--- src/pkg/dcu_defines.svh ---
`ifndef DCU_DEFINES_SVH
`define DCU_DEFINES_SVH

// Register byte offsets
`define DCU_CTRL_OFS 8'h00
`define DCU_STAT_OFS 8'h04

// Control register fields
`define DCU_CTRL_PAD_LSB 0
`define DCU_CTRL_EN_BIT 4
`define DCU_CTRL_FBEXT_BIT 5
`define DCU_CTRL_WAIT_BIT 6
`define DCU_CTRL_DIV_LSB 8
`define DCU_CTRL_G0_LSB 12
`define DCU_CTRL_G1_LSB 16
`define DCU_CTRL_RST 32'h0000_000F

// Status register fields
`define DCU_STAT_LOCK_BIT 0
`define DCU_STAT_STATE_LSB 1
`define DCU_STAT_TAP_LSB 8
`define DCU_STAT_PER_LSB 16

// Delay line and loop figures; periods in reference clock cycles
`define DCU_TAPS 64
`define DCU_TAP_W 6
`define DCU_PER_MIN 6'h04
`define DCU_PER_MAX 6'h20
`define DCU_LOCK_CNT 4'h8

`endif

--- src/pkg/dcu_pkg.sv ---
package dcu_pkg;
`include "dcu_defines.svh"

  typedef enum logic [1:0] {
    DCU_ST_IDLE = 2'b00,
    DCU_ST_MEASURE = 2'b01,
    DCU_ST_ADJUST = 2'b10,
    DCU_ST_LOCKED = 2'b11
  } dcu_state_t;

  typedef enum logic [2:0] {
    DCU_OUT_P0 = 3'b000,
    DCU_OUT_P90 = 3'b001,
    DCU_OUT_P180 = 3'b010,
    DCU_OUT_P270 = 3'b011,
    DCU_OUT_X2 = 3'b100,
    DCU_OUT_DIV = 3'b101
  } dcu_out_sel_t;

  typedef struct packed {
    logic [`DCU_TAPS-1:0] line;
    logic [3:0] dout;
  } dcu_dly_state_t;

  typedef struct packed {
    logic ack;
    logic [31:0] rdata;
    logic [31:0] ctrl;
    logic [3:0] gbuf;
    logic src_prev;
    logic fb_prev;
    logic seen;
    logic [5:0] cnt;
    logic [5:0] period;
    logic [5:0] tap;
    logic [3:0] match;
    dcu_state_t state;
    logic locked;
    logic x2;
    logic [4:0] div_cnt;
    logic div;
    logic [1:0] gclk;
    logic mirror;
    logic cfg_done;
  } dcu_state_s_t;

endpackage : dcu_pkg

--- src/verilog/dcu_delay_line.sv ---
`timescale 1ns/100ps

// Tapped delay element: one reference cycle per tap, four registered taps out
module dcu_delay_line (
  input wire logic clk_i,
  input wire logic rst_n_i,
  input wire logic din_i,
  input wire logic [23:0] tap_sel_i,
  output logic [3:0] dout_o
);
  import dcu_pkg::*;

  dcu_dly_state_t q;
  dcu_dly_state_t d;

  always_comb begin
    d = q;
    d.line = {q.line[`DCU_TAPS-2:0], din_i};
    for (int k = 0; k < 4; k++) begin
      d.dout[k] = q.line[tap_sel_i[6*k +: 6]];
    end
  end

  always_ff @(posedge clk_i or negedge rst_n_i) begin
    if (!rst_n_i) begin
      q <= '0;
    end else begin
      q <= d;
    end
  end

  assign dout_o = q.dout;

endmodule : dcu_delay_line

--- src/verilog/dcu_top.sv ---
`timescale 1ns/100ps

module dcu_top (
  input wire logic REF_CLK_I,
  input wire logic RESETN_I,
  input wire logic WB_CYC_I,
  input wire logic WB_STB_I,
  input wire logic WB_WE_I,
  input wire logic [7:0] WB_ADR_I,
  input wire logic [3:0] WB_SEL_I,
  input wire logic [31:0] WB_DAT_I,
  output logic [31:0] WB_DAT_O,
  output logic WB_ACK_O,
  input wire logic [3:0] CLK_PAD_I,
  input wire logic [3:0] FABRIC_CLK_I,
  input wire logic FB_INT_I,
  input wire logic FB_EXT_I,
  input wire logic CFG_DONE_REQ_I,
  output logic [3:0] GBUF_O,
  output logic [1:0] GCLK_O,
  output logic MIRROR_O,
  output logic LOCKED_O,
  output logic CFG_DONE_O
);
  import dcu_pkg::*;

  logic [1:0] rst_sync_q;
  logic rst_n;
  dcu_state_s_t q;
  dcu_state_s_t d;
  logic [3:0] phase;
  logic [23:0] tap_sel;

  // Quarter-period tap offset from the loop tap
  function automatic logic [5:0] phase_tap(input logic [5:0] tap, input logic [5:0] per, input logic [1:0] k);
    logic [7:0] sum;
    sum = {2'b00, tap} + ({6'h00, k} * {4'h0, per[5:2]});
    return sum[5:0];
  endfunction : phase_tap

  // Last quarter-period edge count of a divided half period; minus one so divide by 16 fits five bits
  function automatic logic [4:0] div_limit(input logic [2:0] sel);
    case (sel)
      3'h0: div_limit = 5'h02;
      3'h1: div_limit = 5'h03;
      3'h2: div_limit = 5'h04;
      3'h3: div_limit = 5'h05;
      3'h4: div_limit = 5'h07;
      3'h5: div_limit = 5'h09;
      3'h6: div_limit = 5'h0F;
      3'h7: div_limit = 5'h1F;
      default: div_limit = 5'h1F;
    endcase
  endfunction : div_limit

  function automatic logic out_mux(input logic [2:0] sel, input logic [3:0] ph, input logic x2, input logic dv);
    case (sel)
      DCU_OUT_P0: out_mux = ph[0];
      DCU_OUT_P90: out_mux = ph[1];
      DCU_OUT_P180: out_mux = ph[2];
      DCU_OUT_P270: out_mux = ph[3];
      DCU_OUT_X2: out_mux = x2;
      DCU_OUT_DIV: out_mux = dv;
      default: out_mux = 1'b0;
    endcase
  endfunction : out_mux

  always_ff @(posedge REF_CLK_I or negedge RESETN_I) begin
    if (!RESETN_I) begin
      rst_sync_q <= 2'b00;
    end else begin
      rst_sync_q <= {rst_sync_q[0], 1'b1};
    end
  end
  assign rst_n = rst_sync_q[1];

  always_comb begin
    for (int k = 0; k < 4; k++) begin
      tap_sel[6*k +: 6] = phase_tap(q.tap, q.period, 2'(k));
    end
  end

  dcu_delay_line u_delay (
    .clk_i(REF_CLK_I),
    .rst_n_i(rst_n),
    .din_i(q.gbuf[0]),
    .tap_sel_i(tap_sel),
    .dout_o(phase)
  );

  always_comb begin
    logic src_rise;
    logic fb;
    logic fb_rise;
    logic [5:0] err;
    logic en;
    logic x2_now;
    logic [4:0] lim;
    src_rise = 1'b0;
    fb = 1'b0;
    fb_rise = 1'b0;
    err = 6'h00;
    en = 1'b0;
    x2_now = 1'b0;
    lim = 5'h00;
    d = q;

    // Wishbone slave, answer one cycle after request, dropped the next
    d.ack = WB_CYC_I && WB_STB_I && !q.ack;
    d.rdata = 32'h0000_0000;
    if (WB_CYC_I && WB_STB_I && !q.ack) begin
      if (WB_ADR_I == `DCU_CTRL_OFS) begin
        d.rdata = q.ctrl;
        if (WB_WE_I) begin
          for (int b = 0; b < 4; b++) begin
            if (WB_SEL_I[b]) begin
              d.ctrl[8*b +: 8] = WB_DAT_I[8*b +: 8];
            end
          end
        end
      end else if (WB_ADR_I == `DCU_STAT_OFS) begin
        d.rdata[`DCU_STAT_LOCK_BIT] = q.locked;
        d.rdata[`DCU_STAT_STATE_LSB +: 2] = q.state;
        d.rdata[`DCU_STAT_TAP_LSB +: 6] = q.tap;
        d.rdata[`DCU_STAT_PER_LSB +: 6] = q.period;
      end
    end

    // Global buffers: pad when the bit is set, fabric otherwise
    d.gbuf = (q.ctrl[`DCU_CTRL_PAD_LSB +: 4] & CLK_PAD_I) | (~q.ctrl[`DCU_CTRL_PAD_LSB +: 4] & FABRIC_CLK_I);

    en = q.ctrl[`DCU_CTRL_EN_BIT];
    src_rise = q.gbuf[0] && !q.src_prev;
    d.src_prev = q.gbuf[0];
    // Feedback from the distributed net or from the board return path
    fb = q.ctrl[`DCU_CTRL_FBEXT_BIT] ? FB_EXT_I : FB_INT_I;
    fb_rise = fb && !q.fb_prev;
    d.fb_prev = fb;
    // Cycles since last source rise, saturating so slow clocks never look valid
    if (src_rise) begin
      d.cnt = 6'h01;
    end else if (q.cnt != 6'h3F) begin
      d.cnt = q.cnt + 6'h01;
    end
    err = src_rise ? 6'h00 : q.cnt;

    case (q.state)
      DCU_ST_IDLE: begin
        d.tap = 6'h00;
        d.match = 4'h0;
        d.seen = 1'b0;
        if (en) begin
          d.state = DCU_ST_MEASURE;
        end
      end
      DCU_ST_MEASURE: begin
        if (src_rise) begin
          d.seen = 1'b1;
          if (q.seen && q.cnt >= `DCU_PER_MIN && q.cnt <= `DCU_PER_MAX) begin
            d.period = q.cnt;
            d.tap = 6'h00;
            d.match = 4'h0;
            d.state = DCU_ST_ADJUST;
          end
        end
      end
      DCU_ST_ADJUST, DCU_ST_LOCKED: begin
        if (src_rise && (q.cnt < `DCU_PER_MIN || q.cnt > `DCU_PER_MAX)) begin
          // Input period out of range: start over
          d.seen = 1'b0;
          d.state = DCU_ST_MEASURE;
        end else if (src_rise && q.cnt != q.period) begin
          d.period = q.cnt;
          d.state = DCU_ST_ADJUST;
          d.match = 4'h0;
        end else if (fb_rise) begin
          if (err == 6'h00) begin
            // Feedback edge coincides with an input edge
            if (q.match == `DCU_LOCK_CNT - 4'h1) begin
              d.state = DCU_ST_LOCKED;
            end else begin
              d.match = q.match + 4'h1;
            end
          end else begin
            d.match = 4'h0;
            d.state = DCU_ST_ADJUST;
            // Late feedback shortens the delay, early lengthens it; wraps within one period
            if (err <= {1'b0, q.period[5:1]}) begin
              d.tap = (q.tap == 6'h00) ? q.period - 6'h01 : q.tap - 6'h01;
            end else begin
              d.tap = (q.tap >= q.period - 6'h01) ? 6'h00 : q.tap + 6'h01;
            end
          end
        end
      end
      default: begin
        d.state = DCU_ST_IDLE;
      end
    endcase
    if (!en) begin
      d.state = DCU_ST_IDLE;
    end
    d.locked = (d.state == DCU_ST_LOCKED);

    // Doubled clock from 0 and 90 degree phases
    x2_now = phase[0] ^ phase[1];
    d.x2 = x2_now;
    // Divider counts quarter-period edges so half-integer ratios come out even
    lim = div_limit(q.ctrl[`DCU_CTRL_DIV_LSB +: 3]);
    if (x2_now != q.x2) begin
      if (q.div_cnt >= lim) begin
        d.div_cnt = 5'h00;
        d.div = !q.div;
      end else begin
        d.div_cnt = q.div_cnt + 5'h01;
      end
    end

    d.gclk[0] = out_mux(q.ctrl[`DCU_CTRL_G0_LSB +: 3], phase, q.x2, q.div);
    d.gclk[1] = out_mux(q.ctrl[`DCU_CTRL_G1_LSB +: 3], phase, q.x2, q.div);
    d.mirror = phase[0];
    // Start-up finish held back until lock when asked
    d.cfg_done = CFG_DONE_REQ_I && (!q.ctrl[`DCU_CTRL_WAIT_BIT] || q.locked);
  end

  always_ff @(posedge REF_CLK_I or negedge rst_n) begin
    if (!rst_n) begin
      q <= '0;
      q.ctrl <= `DCU_CTRL_RST;
      q.state <= DCU_ST_IDLE;
    end else begin
      q <= d;
    end
  end

  assign WB_DAT_O = q.rdata;
  assign WB_ACK_O = q.ack;
  assign GBUF_O = q.gbuf;
  assign GCLK_O = q.gclk;
  assign MIRROR_O = q.mirror;
  assign LOCKED_O = q.locked;
  assign CFG_DONE_O = q.cfg_done;

endmodule : dcu_top

--- config.mk ---
export PLATFORM = sky130hd
export DESIGN_NAME = dcu_top
export DESIGN_NICKNAME = d
export VERILOG_FILES = /design/src/pkg/dcu_pkg.sv /design/src/verilog/dcu_delay_line.sv /design/src/verilog/dcu_top.sv
export VERILOG_INCLUDE_DIRS = /design/src /design/src/pkg
export SDC_FILE = /design/constraint.sdc
export NUM_CORES = 1
export LEC_CHECK = 0
export ABC_AREA = 1
export BUFFER_PORTS_ARGS = -buffer_cell sky130_fd_sc_hd__buf_2
export CAP_MARGIN = 0
export CORE_MARGIN = 1.5
export CORE_UTILIZATION = 35
export CTS_CLUSTER_SIZE = 40
export DETAILED_ROUTE_END_ITERATION = 12
export GPL_ROUTABILITY_DRIVEN = 0
export SYNTH_ARGS = -nofsm -noshare
export SYNTH_HDL_FRONTEND = slang
export SYNTH_SLANG_ARGS = --single-unit
--- constraint.sdc ---
create_clock -name REF_CLK_I -period 7.6 [get_ports REF_CLK_I]
set_input_delay 0.38 -clock REF_CLK_I [delete_from_list [all_inputs] [get_ports REF_CLK_I]]
set_output_delay 0.38 -clock REF_CLK_I [all_outputs]
set_load 0.005 [all_outputs]
==> impl_metrics.env <==
export IMPL_yosysTopAreaCell="dfrtp_1"
export IMPL_vias_per_cell=5.15
export IMPL_drive_gt1_share_pct=11.9
export IMPL_crit_chain="fa_1, ha_1, inv_1, nand3_1, nand3_1, nand3_1, nand3_1, nand2_1, nand2_1, nand2_1"
export IMPL_totalWireLength_um=27200
export IMPL_slew_viol_final=0
export IMPL_synth_area_leaders="dfrtp_1, nand3_1, nand2_1"
export IMPL_die_w_um=174
export IMPL_crit_required_ps=8000
export IMPL_setup_viol=0
export IMPL_pwr_share_seq_pct=46.1
export IMPL_grt_pass1_wl_um=44500
export IMPL_antenna_left=0
export IMPL_initial_core_util_pct=35.5
export IMPL_hold_path_class="primary input to flop"
export IMPL_ios=102
export IMPL_critical_path_top_delay_family="adder cells"
export IMPL_fin_skew_ps=9.74
export IMPL_htreeDepth=4
export IMPL_drv_cap=0
export IMPL_place_hpwl_um=18800
export IMPL_ir_drop_v=0.000162
export IMPL_yosys_register_bits=177
export IMPL_crit_path_top_delay_cell="dfrtp_1"
export IMPL_fp_dieH_um=174
export IMPL_end_kind="flop"
export IMPL_die_area_um2=30100
export IMPL_cts_buffers=17
export IMPL_io_buffers=101
export IMPL_drtIter0Drc=790
export IMPL_finalCritPeriodShare_pct=46.9
export IMPL_hold_slack_ps=120
export IMPL_synth_edff_count=0
export IMPL_fmax_mhz=280
export IMPL_worstSkewPairLatency_ps=450
export IMPL_critPathKind="flop to flop"
export IMPL_leakagePower_uw=0.00600
export IMPL_synth_top_area_share_pct=42.5
export IMPL_crit_fanout=27
export IMPL_ys_seq_area_share_pct=43.6
export IMPL_grt_max_degree=176
export IMPL_antenna_cells=0
export IMPL_setup_tns_ps=0
export IMPL_cts_sinks=177
export IMPL_power_frac_clock_pct=41.8
export IMPL_cts_setup_buffers=0
export IMPL_rsz0062_at_grt="no"
export IMPL_switchingPower_uw=617
export IMPL_slowest_delay_ps=1120
export IMPL_grt_ovfl_total=0
export IMPL_gr_usage_all_layers_pct=18.3
export IMPL_min_delay_start="FABRIC_CLK_I[3]"
export IMPL_async_reset_ff_share_pct=100
export IMPL_clkTransAtPathRegs_ps=70
export IMPL_areaGrowthSynthToFinish_pct=11.1
export IMPL_avgSynthCellArea_um2=7.72
export IMPL_synth_fp_nets=1423
export IMPL_core_area_um2=28700
export IMPL_yosys_warnings=0
export IMPL_arrival_ps=3960
export IMPL_status="completed"
export IMPL_post_route_min_period_ps=3570
export IMPL_nets=1465
export IMPL_first_pass_iters=6
export IMPL_worst_slew_pin_slew_ps=1170
export IMPL_route_detailed_drc=0
export IMPL_p_comb_share_pct=12.1
export IMPL_switching_share_pct=27.6
export IMPL_cts_tree="yes"
export IMPL_grt_pass1_vias=8618
export IMPL_cts_max_path_buffers=2
export IMPL_synthTopCellsByCount="nand2_1, nand3_1, dfrtp_1"
export IMPL_synth_most_common_cell="nand2_1"
export IMPL_synthCells=1319
export IMPL_cpMostUsedCell="nand3_1"
export IMPL_via_count=9059
export IMPL_hold_violations=0
export IMPL_fp_row_count=62
export IMPL_wire_per_inst_um=15.5
export IMPL_synth_main_ff_cell="dfrtp_1"
export IMPL_r2r_start="q[19]"
export IMPL_startpoint_type="flop"
export IMPL_power_density_nw_per_um2=198
export IMPL_syn_area_um2=10200
export IMPL_antenna_found_initial=0
export IMPL_cellInternalPower_uw=1620
export IMPL_ys_types=43
export IMPL_relSlewSlack_pct=21.8
export IMPL_worst_path_buf_inv=1
export IMPL_cts_root_buf="clkbuf_16"
export IMPL_cp_startpoint="q[19]"
[final cells by class]
class / instances / area, um^2
sequential: 177 / 4440
clock buffer: 20 / 447
timing repair buffer: 106 / 558
fill: 2926 / 17400
tap: 384 / 480
clock inverter: 12 / 168
multi-input combinational: 950 / 4810
inverter: 109 / 409
[sequential cells by signal, summed over array words and instances (netlist names)]
register,flops
WB_DAT_O,32
CFG_DONE_O,1
LOCKED_O,1
GBUF_O,4
q,65
u_delay.q,1
MIRROR_O,1
rst_sync_q,2
u_delay.d,63
GCLK_O,2
WB_ACK_O,1
u_delay.dout_o,4
[power by group through the flow]
stage | sequential, uW | combinational, uW | clock (uW)
after floorplan | 1040 | 199 | 0
after global placement | 1050 | 266 | 0
after detailed placement | 1050 | 272 | 0
after CTS | 1030 | 273 | 954
after global routing | 1040 | 311 | 988
final | 1030 | 270 | 935
[kinds of logic after synthesis]
family	after synthesis	share of synthesized area [%]
buf+inv	192	9.18
fa+ha+maj	44	5.85
simple gates	795	34.4
compound gates	91	5.10
flops	177	43.6
xor+xnor	19	1.86
other cells	1	0.0368
[cell usage in the layout, fill, tap and decap left out, drive strengths merged]
cell / instances
and3: 1
o2111ai: 4
ha: 38
fa: 6
a21o: 2
nand3b: 4
buf: 105
o22ai: 1
xnor2: 5
dlygate4sd3: 1
a32o: 3
xor2: 14
o31ai: 2
clkbuf: 20
nand3: 291
dfrtp: 173
nand2: 392
nor2: 85
clkinv: 3
o21bai: 2
inv: 112
dfstp: 4
nand4: 15
conb: 1
clkinvlp: 3
bufinv: 3
o21ai: 30
a21oi: 43
nor3: 5
o32ai: 3
or2: 2
o21a: 1
[tightest hold or removal path, cell delays in order]
cell and delay, ps:
buf_2 70, nand2_1 40, nand2_1 50
[per-layer routing]
metal | track usage [%] | share of wire, % | vias up
li1 | - | - | 4385
met2 | 29.5 | 47 | 334
met3 | 2.32 | 5.3 | 50
met1 | 24.8 | 46 | 4290
met5 | 0 | 0 | -
met4 | 7.93 | 2.1 | 0
[through the flow]
step / utilization [%] / worst slack [ps] / cells / power [uW] / area (um^2)
after floorplan: - / 2310 / 1319 / 1240 / 10200
after global placement: 37.2 / 4170 / 1725 / 1310 / 10700
after detailed placement: 37.2 / 4110 / 1725 / 1320 / 10700
after CTS: 39.4 / 4090 / 1758 / 2260 / 11300
after global routing: 39.4 / 3770 / 1758 / 2340 / 11300
final: 39.4 / 4030 / 1758 / 2240 / 11300
[worst paths after layout]
check	to	slack, ps	cells after the start
max in group asynchronous	q[8]	6370	1
setup reg to reg	u_delay.dout_o[3]	4030	10
hold / removal	GBUF_O[3]	120	3
setup / recovery	u_delay.dout_o[3]	4030	10
hold reg to reg	rst_sync_q[1]	360	0
min in group asynchronous	rst_sync_q[1]	240	2
[timing repair]
item / 4_1_cts / 5_1_grt
endpoints found under the hold margin: 2 / 0
gates resized for setup: 0 / 0
hold buffers: 1 / 0
Power figures use the tool's default switching activity.
